==> src/verilog/vrbs_pkg.sv <==
/*
  Constants shared by the video RAM bus share block.
  Assumes a single 200 MHz clock and synchronous active-high reset.
*/
package vrbs_pkg;
  localparam int unsigned LINES_PER_ROW = 10;
  localparam int unsigned ROWS_PER_FRAME = 24;
  localparam int unsigned CHARS_PER_ROW = 80;
  localparam int unsigned ADDRS_PER_FRAME = 1920;
  localparam int unsigned DOT_COLS = 5;
  localparam int unsigned DOT_ROWS = 7;
  localparam int unsigned CODE_SET = 64;
  localparam int unsigned FRAME_RATE_HZ = 60;
  localparam int unsigned BLOCK_BYTES = 500;
  // Blanked scan line counter values (7, 8, 9)
  localparam logic [3:0] BLANK_LINE_A = 4'h7;
  localparam logic [3:0] BLANK_LINE_B = 4'h8;
  localparam logic [3:0] BLANK_LINE_C = 4'h9;
  localparam logic [3:0] CURSOR_LINE = 4'h9;
  // Page select codes from latched address bits 13:12
  localparam logic [1:0] PAGE_PERIPH = 2'h0;
  localparam logic [1:0] PAGE_TOP = 2'h1;
  localparam logic [1:0] PAGE_ROW = 2'h2;
  localparam logic [1:0] PAGE_CURSOR = 2'h3;
  localparam int unsigned PAGE_LSB = 12;
  localparam int unsigned PAGE_MSB = 13;
  localparam int unsigned PERIPH_BLOCKS = 8;
  localparam int unsigned BLOCK_IDX_W = 3;
endpackage

==> src/verilog/vrbs_dec_if.sv <==
/*
  Interface carrying page decode results from the decoder to the top.
  Assumes both ends in the same clock domain.
*/
`timescale 1ns/1ps
`default_nettype none
interface vrbs_dec_if;
  logic [7:0] periph_sel;
  logic load_top;
  logic load_row;
  logic load_cursor;
  modport dec (output periph_sel, output load_top, output load_row,
    output load_cursor);
  modport use_side (input periph_sel, input load_top, input load_row,
    input load_cursor);
endinterface
`default_nettype wire

==> src/verilog/vrbs_page_dec.sv <==
/*
  Page and block decoder for host_cpu memory cycles.
  Assumes page bits were latched from the multiplexed data bus.
*/
`timescale 1ns/1ps
`default_nettype none
module vrbs_page_dec
  import vrbs_pkg::*;
(
  input wire logic [1:0] page_i,
  input wire logic [11:0] addr_i,
  input wire logic cycle_i,
  vrbs_dec_if.dec dec
);
  import vrbs_pkg::*;

  // ********************************
  // Block index within a page
  // ********************************
  function automatic logic [BLOCK_IDX_W-1:0] block_of(input logic [11:0] a);
    logic [11:0] q;
    q = 12'(a / 12'(BLOCK_BYTES));
    block_of = q[BLOCK_IDX_W-1:0];
  endfunction

  logic [BLOCK_IDX_W-1:0] blk;
  logic in_range;
  assign blk = block_of(addr_i);
  // Past the last block the index would wrap onto block zero
  assign in_range = addr_i < 12'(PERIPH_BLOCKS * BLOCK_BYTES);

  genvar g;
  generate
    for (g = 0; g < PERIPH_BLOCKS; g++)
    begin : g_sel
      // Peripherals live in the first page
      assign dec.periph_sel[g] = cycle_i && (page_i == PAGE_PERIPH) &&
        (blk == BLOCK_IDX_W'(g)) && in_range;
    end
  endgenerate

  assign dec.load_top = cycle_i && (page_i == PAGE_TOP);
  assign dec.load_row = cycle_i && (page_i == PAGE_ROW);
  assign dec.load_cursor = cycle_i && (page_i == PAGE_CURSOR);
endmodule
`default_nettype wire

==> src/verilog/vrbs_top.sv <==
/*
  Video RAM bus share glue: grants the bus to host_cpu on blanked scan
  lines and vertical blanking, disables the refresh controller address
  drivers, decodes pages, routes the receive interrupt.
  Assumes all inputs synchronous to CLOCK_I; the refresh controller
  steps its scan_line_count at horizontal blanking.
*/
// Summary of operation
// - Three of ten scan lines blanked except cursor
// - Grant host on blanked lines and vertical blanking
// - Bus available is decoded lines OR vertical blank, held until an open host cycle ends
// - Address enable low while host holds bus
// - Memory decoded in 500 byte blocks
// - Latch address bits 12,13 for four pages
// - Page zero peripherals, others load controller registers
// - Refresh 60 Hz, 1920 addresses, 24x80
// - Characters from 5x7 dots, 64 codes
// - Receive buffer full drives host sense input
// - Address enable low tristates, high drives
// - Line count changes at line boundaries only
`timescale 1ns/1ps
`default_nettype none
module vrbs_top
  import vrbs_pkg::*;
(
  input wire logic CLOCK_I,
  input wire logic SYS_RST_I,
  input wire logic [3:0] SCAN_LINE_COUNT_I,
  input wire logic LINE_RATE_CLK_I,
  input wire logic VBLANK_I,
  input wire logic CURSOR_EN_I,
  input wire logic HOST_ADDR_STROBE_I,
  input wire logic [7:0] HOST_DATA_I,
  input wire logic [11:0] HOST_ADDR_I,
  input wire logic HOST_CYCLE_I,
  input wire logic RX_FULL_I,
  output logic BUS_AVAIL_O,
  output logic ADDR_EN_O,
  output logic VIDEO_EN_O,
  output logic HOST_SENSE_O,
  output logic [7:0] PERIPH_SEL_O,
  output logic LOAD_TOP_O,
  output logic LOAD_ROW_O,
  output logic LOAD_CURSOR_O
);
  import vrbs_pkg::*;

  // ********************************
  // Layout checks
  // ********************************
  // Frame address count, and cell sizes that the blanked-line decode relies on
  if (ROWS_PER_FRAME * CHARS_PER_ROW != ADDRS_PER_FRAME)
  begin : g_bad_frame
    $error("frame address count does not match rows");
  end
  if (BLANK_LINE_A != 4'(DOT_ROWS) ||
    BLANK_LINE_C != 4'(LINES_PER_ROW - 1))
  begin : g_bad_cell
    $error("blanked lines do not follow the dot rows");
  end

  // ********************************
  // Grant decode
  // ********************************
  function automatic logic is_blank_line(input logic [3:0] lc);
    is_blank_line = (lc == BLANK_LINE_A) || (lc == BLANK_LINE_B) ||
      (lc == BLANK_LINE_C);
  endfunction

  typedef enum logic [1:0]
  {
    ST_DISP = 2'b01,
    ST_HOST = 2'b10
  } vrbs_state_t;

  vrbs_state_t state_q, state_d;
  logic lrc_q, lrc_d;
  logic [3:0] line_q, line_d;
  logic avail_q, avail_d;
  logic en_q, en_d;
  logic video_q, video_d;
  logic sense_q, sense_d;
  logic [1:0] page_q, page_d;
  logic [7:0] psel_q, psel_d;
  logic ltop_q, ltop_d, lrow_q, lrow_d, lcur_q, lcur_d;
  logic grant_req;
  logic host_busy;

  vrbs_dec_if dec_bus();

  vrbs_page_dec u_dec
  (
    .page_i(page_q),
    .addr_i(HOST_ADDR_I),
    .cycle_i(HOST_CYCLE_I),
    .dec(dec_bus.dec)
  );

  always_comb
  begin
    lrc_d = LINE_RATE_CLK_I;
    line_d = line_q;
    // Sample line count on line clock rising edge only
    if (LINE_RATE_CLK_I && !lrc_q)
    begin
      line_d = SCAN_LINE_COUNT_I;
    end
    grant_req = is_blank_line(line_q) || VBLANK_I;
    host_busy = HOST_CYCLE_I && (state_q == ST_HOST);
    state_d = state_q;
    case (state_q)
      ST_DISP:
      begin
        if (grant_req)
        begin
          state_d = ST_HOST;
        end
      end
      ST_HOST:
      begin
        // Hold grant until an open host cycle completes
        if (!grant_req && !host_busy)
        begin
          state_d = ST_DISP;
        end
      end
      default:
      begin
        state_d = ST_DISP;
      end
    endcase
    avail_d = (state_d == ST_HOST);
    en_d = (state_d != ST_HOST);
    // Blanked lines show video only for the cursor
    video_d = !VBLANK_I && (!is_blank_line(line_q) ||
      (CURSOR_EN_I && line_q == CURSOR_LINE));
    sense_d = RX_FULL_I;
    page_d = page_q;
    if (HOST_ADDR_STROBE_I)
    begin
      page_d = HOST_DATA_I[PAGE_MSB-8:PAGE_LSB-8];
    end
    psel_d = dec_bus.periph_sel;
    ltop_d = dec_bus.load_top && avail_q;
    lrow_d = dec_bus.load_row && avail_q;
    lcur_d = dec_bus.load_cursor && avail_q;
  end

  always_ff @(posedge CLOCK_I)
  begin
    if (SYS_RST_I)
    begin
      state_q <= ST_DISP;
      lrc_q <= 1'b0;
      line_q <= 4'h0;
      avail_q <= 1'b0;
      en_q <= 1'b1;
      video_q <= 1'b0;
      sense_q <= 1'b0;
      page_q <= 2'h0;
      psel_q <= 8'h00;
      ltop_q <= 1'b0;
      lrow_q <= 1'b0;
      lcur_q <= 1'b0;
    end
    else
    begin
      state_q <= state_d;
      lrc_q <= lrc_d;
      line_q <= line_d;
      avail_q <= avail_d;
      en_q <= en_d;
      video_q <= video_d;
      sense_q <= sense_d;
      page_q <= page_d;
      psel_q <= psel_d;
      ltop_q <= ltop_d;
      lrow_q <= lrow_d;
      lcur_q <= lcur_d;
    end
  end

  assign BUS_AVAIL_O = avail_q;
  assign ADDR_EN_O = en_q;
  assign VIDEO_EN_O = video_q;
  assign HOST_SENSE_O = sense_q;
  assign PERIPH_SEL_O = psel_q;
  assign LOAD_TOP_O = ltop_q;
  assign LOAD_ROW_O = lrow_q;
  assign LOAD_CURSOR_O = lcur_q;

  // ********************************
  // Checks
  // ********************************
  a_enable_vs_grant: assert property (@(posedge CLOCK_I)
    disable iff (SYS_RST_I) BUS_AVAIL_O |-> !ADDR_EN_O)
    else $error("address enable high while host holds bus");
  a_vblank_grants: assert property (@(posedge CLOCK_I)
    disable iff (SYS_RST_I) VBLANK_I |=> BUS_AVAIL_O)
    else $error("no grant during vertical blanking");
  a_blank_line_grant: assert property (@(posedge CLOCK_I)
    disable iff (SYS_RST_I) is_blank_line(line_q) |=> BUS_AVAIL_O)
    else $error("no grant on blanked scan line");
  a_release_grant: assert property (@(posedge CLOCK_I)
    disable iff (SYS_RST_I) (!VBLANK_I && !is_blank_line(line_q) &&
    !HOST_CYCLE_I) |=> !BUS_AVAIL_O)
    else $error("grant held on active line");
  a_cycle_holds: assert property (@(posedge CLOCK_I)
    disable iff (SYS_RST_I) (BUS_AVAIL_O && HOST_CYCLE_I) |=> BUS_AVAIL_O)
    else $error("grant withdrawn during host cycle");
  a_line_step: assert property (@(posedge CLOCK_I)
    disable iff (SYS_RST_I) !(LINE_RATE_CLK_I && !lrc_q) |=> $stable(line_q))
    else $error("line count changed off line clock edge");
  a_video_blank: assert property (@(posedge CLOCK_I)
    disable iff (SYS_RST_I) (is_blank_line(line_q) && !CURSOR_EN_I) |=>
    !VIDEO_EN_O)
    else $error("video on blanked line without cursor");
  a_sense_route: assert property (@(posedge CLOCK_I)
    disable iff (SYS_RST_I) RX_FULL_I |=> HOST_SENSE_O)
    else $error("receive full not routed to sense");
  a_page_latch: assert property (@(posedge CLOCK_I)
    disable iff (SYS_RST_I) HOST_ADDR_STROBE_I |=>
    page_q == $past(HOST_DATA_I[5:4]))
    else $error("page bits not latched");
endmodule
`default_nettype wire

==> config.mk <==
export PLATFORM = sky130hd
export DESIGN_NAME = vrbs_top
export DESIGN_NICKNAME = d
export VERILOG_FILES = /design/src/verilog/vrbs_pkg.sv /design/src/verilog/vrbs_dec_if.sv /design/src/verilog/vrbs_page_dec.sv /design/src/verilog/vrbs_top.sv
export SDC_FILE = /design/constraint.sdc
export NUM_CORES = 1
export LEC_CHECK = 0
export ABC_CLOCK_PERIOD_IN_PS = 2700
export BUFFER_PORTS_ARGS = -buffer_cell sky130_fd_sc_hd__buf_2
export CAP_MARGIN = 20
export CORE_AREA = 5 5 54 68
export DETAILED_ROUTE_END_ITERATION = 7
export DIE_AREA = 0 0 59 73
export PLACE_DENSITY = 0.77
export SETUP_SLACK_MARGIN = 0.5
export SYNTH_ARGS = -nofsm -noshare
export SYNTH_HDL_FRONTEND = slang
export SYNTH_SLANG_ARGS = --single-unit
export TNS_END_PERCENT = 20
==> constraint.sdc <==
create_clock -name CLOCK_I -period 2.7 [get_ports CLOCK_I]
set_input_delay 0.405 -clock CLOCK_I [delete_from_list [all_inputs] [get_ports CLOCK_I]]
set_output_delay 0.405 -clock CLOCK_I [all_outputs]
set_load 0.01 [all_outputs]
=== After elaboration in Yosys (flattened, before gate mapping) ===
Cells that the tools add are included.

* Flip-flop bits (word level): 24
* Bits of input ports: 32
* Output and inout bits: 15
* Logic and storage cells: 73

* Div/mod/pow operators: 1
* Order comparisons: 1
* Eq/ne operators: 17
* Muxes and demuxes: 3
* Reduce and logical (&&, ||, !) cells: 39

{| class="wikitable"
|+ Operator list
! kind !! count
|-
| 1-bit logical AND || 28
|-
| 12-bit by 9-bit divider with 12-bit output (second input constant) || 1
|-
| 3-bit equality test (second input constant) || 4
|-
| 12-bit less-than comparator (second input constant) || 1
|-
| 2-bit equality test (second input constant) || 4
|-
| 4-bit equality test (second input constant) || 2
|-
| 3-bit by 2-bit equality test with 1-bit output (second input constant) || 2
|-
| 1-bit logical NOT || 5
|-
| 2-bit by 1-bit equality test with 1-bit output (second input constant) || 2
|-
| 4-bit by 3-bit equality test with 1-bit output (second input constant) || 1
|-
| 1-bit logical OR || 4
|-
| 2-bit two-way mux || 2
|-
| 2-bit one-hot mux with 2 select lines || 1
|-
| 3-bit by 1-bit equality test with 1-bit output (second input constant) || 1
|-
| 3-bit logical NOT || 1
|-
| 2-bit logical NOT || 1
|-
| 2-bit inequality test (second input constant) || 1
|}

=== Longest topological paths before layout ===
* Depth in word-level cells: 9
* Depth in mapped cells: 9
* Gate-level depth less buffers: 7

=== By module ===
Synthesis repeated with hierarchy kept, for this count alone.

* Cell total of the unflattened synthesis: 193
* Area, all modules: 1,626.6 um^2

{| class="wikitable"
|+ By module, submodules not included
! module !! instances !! cells each !! area each (um^2) !! sequential area each (um^2)
|-
| vrbs_top || 1 || 75 || 824.5 || 480.5
|-
| vrbs_page_dec || 1 || 118 || 802.0 || 0.0
|}

=== Worst setup path before layout ===
OpenSTA, ideal clock, no wires.

* Path type: input port to flip-flop
* Start: input port HOST_ADDR_I[9]
* End: register psel_q[6], in the netlist PERIPH_SEL_O[6]
* Setup time: 0.080 ns
* Arrival: 2.026 ns
* Required time: 2.620 ns
* Path slack: 0.594 ns
* Stages on the path: 8
* Buffers on the path: 1
* Cell sequence: buf_4 -> nand2_1 -> mux2_2 -> a311oi_2 -> and2_1 -> o32ai_1 -> a211oi_2 -> nor3b_1

* Word-level cells in the longest chain between the ends: 4
* Elaborated cells between the ends (all ways): 5
* Classes of those cells: div (1); order compare (1); eq/ne (1); reduce/logical (2)

{| class="wikitable"
|+ RTL lines
! what !! RTL line !! source
|-
| start: declaration || vrbs_top.sv:34 || <nowiki>input wire logic [11:0] HOST_ADDR_I,</nowiki>
|-
| 12-bit by 9-bit divider with 12-bit output || vrbs_page_dec.sv:22 || <nowiki>q = 12'(a / 12'(BLOCK_BYTES));</nowiki>
|-
| 3-bit equality test || vrbs_page_dec.sv:38 || <nowiki>(blk == BLOCK_IDX_W'(g)) && in_range;</nowiki>
|-
| 1-bit logical AND || vrbs_page_dec.sv:37 || <nowiki>assign dec.periph_sel[g] = cycle_i && (page_i == PAGE_PERIPH) &&</nowiki>
|-
| 1-bit logical AND * || vrbs_page_dec.sv:38 ||
|-
| end signal: assignment || vrbs_top.sv:176 || <nowiki>psel_q <= psel_d;</nowiki>
|-
| end: declaration || vrbs_top.sv:84 || <nowiki>logic [7:0] psel_q, psel_d;</nowiki>
|}

Every way passes the cells marked *; elsewhere a longest branch is shown, timed or not.
A chain may end at the register's enable or synchronous reset.

=== Worst setup path in the final report ===
* Start: input port HOST_ADDR_I[11]
* End: register psel_q[0], in the netlist PERIPH_SEL_O[0]

* Word-level cells in the longest chain between the ends: 4
* Elaborated cells between the ends (all ways): 5
* Classes of those cells: div (1); order compare (1); reduce/logical (3)

{| class="wikitable"
|+ RTL lines
! what !! RTL line
|-
| 12-bit by 9-bit divider with 12-bit output || vrbs_page_dec.sv:22
|-
| 3-bit logical NOT || vrbs_page_dec.sv:38
|-
| 1-bit logical AND || vrbs_page_dec.sv:37
|-
| 1-bit logical AND * || vrbs_page_dec.sv:38
|}

Marked as above.

==> flow_metrics.env <==
export IMPL_outcome="complete, no violations"
export IMPL_multi_input_area_sq_um=928.4
export IMPL_die_y_um=73
export IMPL_clock_path_buffers=2
export IMPL_cp_top_family="buffers and inverters"
export IMPL_path_cells="clkbuf_4, buf_4, maj3_1, a31oi_1, o2111ai_2, nor4_2, buf_4, nor4_1"
export IMPL_synth_top_flop_cell="dfxtp_1"
export IMPL_overflow=0
export IMPL_crit_buf_inv=3
export IMPL_period_needed_ps=2088
export IMPL_criticalPathCategory="input port to flop"
export IMPL_drive_gt1_frac=0.3238
export IMPL_maxSlewViolCount=0
export IMPL_cts_sinks=24
export IMPL_top_layer_used="met4"
export IMPL_synth_area_sq_um=1431
export IMPL_grt_start_max_net_pins=19
export IMPL_cts_tree="done"
export IMPL_layout_nets=245
export IMPL_rows=23
export IMPL_setup_viol=0
export IMPL_final_cell_mix="34 x buf_2, 24 x dfxtp_1, 16 x nor2_1"
export IMPL_numPortBuffers=38
export IMPL_max_stage_delay_ps=400
export IMPL_gr_usage_all_layers=0.1616
export IMPL_drtAntennaViolNets=0
export IMPL_synth_seq_area_share=0.3357
export IMPL_h_tree_depth=1
export IMPL_ys_types=53
export IMPL_maxClockFrequency_mhz=478.9
export IMPL_tightest_slew_ps=450.5
export IMPL_hp_class="input port to flop"
export IMPL_final_cell_area_sq_um=1817
export IMPL_ir_drop_uv=379.9
export IMPL_grt_pass1_wl_mm=5.671
export IMPL_rsz0062_at_grt="yes"
export IMPL_wl_met1_mm=1.321
export IMPL_fill_cells=277
export IMPL_place_hpwl_mm=2.468
export IMPL_coreArea_sq_um=3050
export IMPL_syn_to_final_growth_pct=26.92
export IMPL_avgSynthCellArea_sq_um=8.322
export IMPL_place_area_sq_um=1628
export IMPL_synth_seq_cells=24
export IMPL_initial_utilization=0.4692
export IMPL_cts_hold_fix_buffers=0
export IMPL_clock_latency_ps=260
export IMPL_firstDrtPassIters=4
export IMPL_maxCapViolCount=0
export IMPL_syn_inst=172
export IMPL_power_density_nw_per_um2=533.6
export IMPL_clockRootBuffer="clkbuf_8"
export IMPL_finClkSkew_ps=1.683
export IMPL_arrival_ps=2230
export IMPL_seq_area_sq_um=480.5
export IMPL_routedWlPerCell_um=14.03
export IMPL_postLayoutCoreUtil=0.5956
export IMPL_via_per_inst=5.943
export IMPL_crit_top_cell="buf_4"
export IMPL_p_leak_nw=0.7776
export IMPL_die_x_um=59
export IMPL_cp_required_ps=2840
export IMPL_finalHoldViolCount=0
export IMPL_first_global_vias=1359
export IMPL_antenna_found_initial=0
export IMPL_endpoint_kind="flop"
export IMPL_synth_fp_nets=206
export IMPL_final_common_cell="buf_2"
export IMPL_wl_met3_um=327
export IMPL_finalCritPeriodShare=0.7734
export IMPL_holdWs_ps=349.2
export IMPL_max_slew_margin=0.6990
export IMPL_async_flop_share=0
export IMPL_numCtsBuffers=3
export IMPL_dieArea_sq_um=4307
export IMPL_finalSetupTns_ps=0
export IMPL_gp_congestion=0.8419
export IMPL_start_kind="input port"
export IMPL_wirelength_mm=3.465
export IMPL_ios=47
export IMPL_clk_transition_reported_paths_ps=80
export IMPL_vias=1468
export IMPL_crit_fanout=18
export IMPL_synth_edf_count=0
export IMPL_route_met2_wl_mm=1.712
export IMPL_drtIter0Drc=57
export IMPL_diodes=0
export IMPL_post_route_drc_count=0
export IMPL_ys_warnings_count=0
export IMPL_cp_slowest_cell="nor4_2"
[power breakdown]
| group | leakage, nW | total (mW) | internal (mW) | switching [mW] |
|---|---|---|---|---|
| clock | 0.0357 | 0.302 | 0.198 | 0.105 |
| combinational | 0.546 | 0.260 | 0.115 | 0.145 |
| sequential | 0.196 | 0.407 | 0.386 | 0.0206 |
| total | 0.778 | 0.969 | 0.699 | 0.270 |
[layer usage]
metal | track usage | up-vias
met1 | 0.1933 | 670
met3 | 0.02655 | 12
met5 | 0 | -
li1 | - | 715
met4 | 0.08060 | 0
met2 | 0.2740 | 71
[sequential cells by signal (all words and copies together), names as in the netlist]
name / flops
ADDR_EN_O: 1
BUS_AVAIL_O: 1
HOST_SENSE_O: 1
LOAD_CURSOR_O: 1
LOAD_ROW_O: 1
LOAD_TOP_O: 1
PERIPH_SEL_O: 8
VIDEO_EN_O: 1
line_q: 4
lrc_q: 1
page_q: 2
state_q: 2
[worst reg2reg max path, stage by stage (launching register included)]
cell and delay, ps:
dfxtp_1 340, or4_1 600, a31oi_1 170, o21ai_0 190, nor4_1 300
[cells in the mapped netlist, drive strengths merged (2+ instances only)]
master | instances | area [sq um]
o21ai | 8 | 43.79
nand2 | 7 | 26.28
o21a | 2 | 15.01
nor4 | 3 | 18.77
a211o | 2 | 17.52
mux2i | 5 | 50.05
and3 | 3 | 18.77
buf | 8 | 47.54
dfxtp | 24 | 480.5
a21o | 2 | 15.01
ha | 2 | 25.02
a32oi | 2 | 17.52
a311oi | 2 | 23.77
nand2b | 2 | 12.51
o2111ai | 3 | 26.28
nor3b | 3 | 22.52
nor2b | 5 | 31.28
nor2 | 17 | 63.81
o22ai | 2 | 12.51
a21oi | 11 | 55.05
inv | 12 | 45.04
a31oi | 4 | 25.02
a211oi | 5 | 42.54
nor3 | 6 | 30.03
and2 | 2 | 12.51
and3b | 2 | 17.52
nand3 | 4 | 25.02
nand4 | 2 | 12.51
o32ai | 2 | 17.52
clkbuf | 2 | 7.510
or2 | 3 | 18.77
[final timing paths]
path	startpoint	end	slack, ps	depth (start not counted)
max	HOST_ADDR_I[11]	PERIPH_SEL_O[0]	610	8
min	RX_FULL_I	HOST_SENSE_O	350	2
max reg2reg	page_q[0]	PERIPH_SEL_O[4]	1020	4
min reg2reg	page_q[1]	LOAD_TOP_O	470	1
[cells by family after synthesis]
family,after synthesis,synth area share
AND/OR/NAND/NOR,63,0.2395
AO/OA/AOI/OAI,53,0.2815
flip-flops,24,0.3357
buffers and inverters,22,0.06993
multiplexers,6,0.04283
adder cells (fa/ha/maj),3,0.02447
XOR/XNOR,1,0.006120
[metrics by stage]
step / instances / power (mW) / setup slack [ps]
finish: 247 / 0.9693 / 611.7
global route: 247 / 1.035 / 420.2
CTS: 243 / 0.9598 / 501.9
detailed placement: 239 / 0.6547 / 219.4
global placement: 239 / 0.6482 / 277.0
floorplan: 172 / 0.5865 / 594.4
[layout make-up]
| type | count | share of cell area |
|---|---|---|
| timing repair buffer | 44 | 0.1350 |
| multi-input combinational | 126 | 0.5110 |
| clock buffer | 3 | 0.02273 |
| clock inverter | 1 | 0.01653 |
| inverter | 12 | 0.02479 |
| sequential | 24 | 0.2645 |
| tap | 37 | 0.02548 |
[what timing repair did]
action,4_1_cts,5_1_grt
gates resized for setup,0,19
setup buffers,0,4
setup endpoints to repair,0,7
endpoints found under the hold margin,0,0
Power figures use the tool's default switching activity.
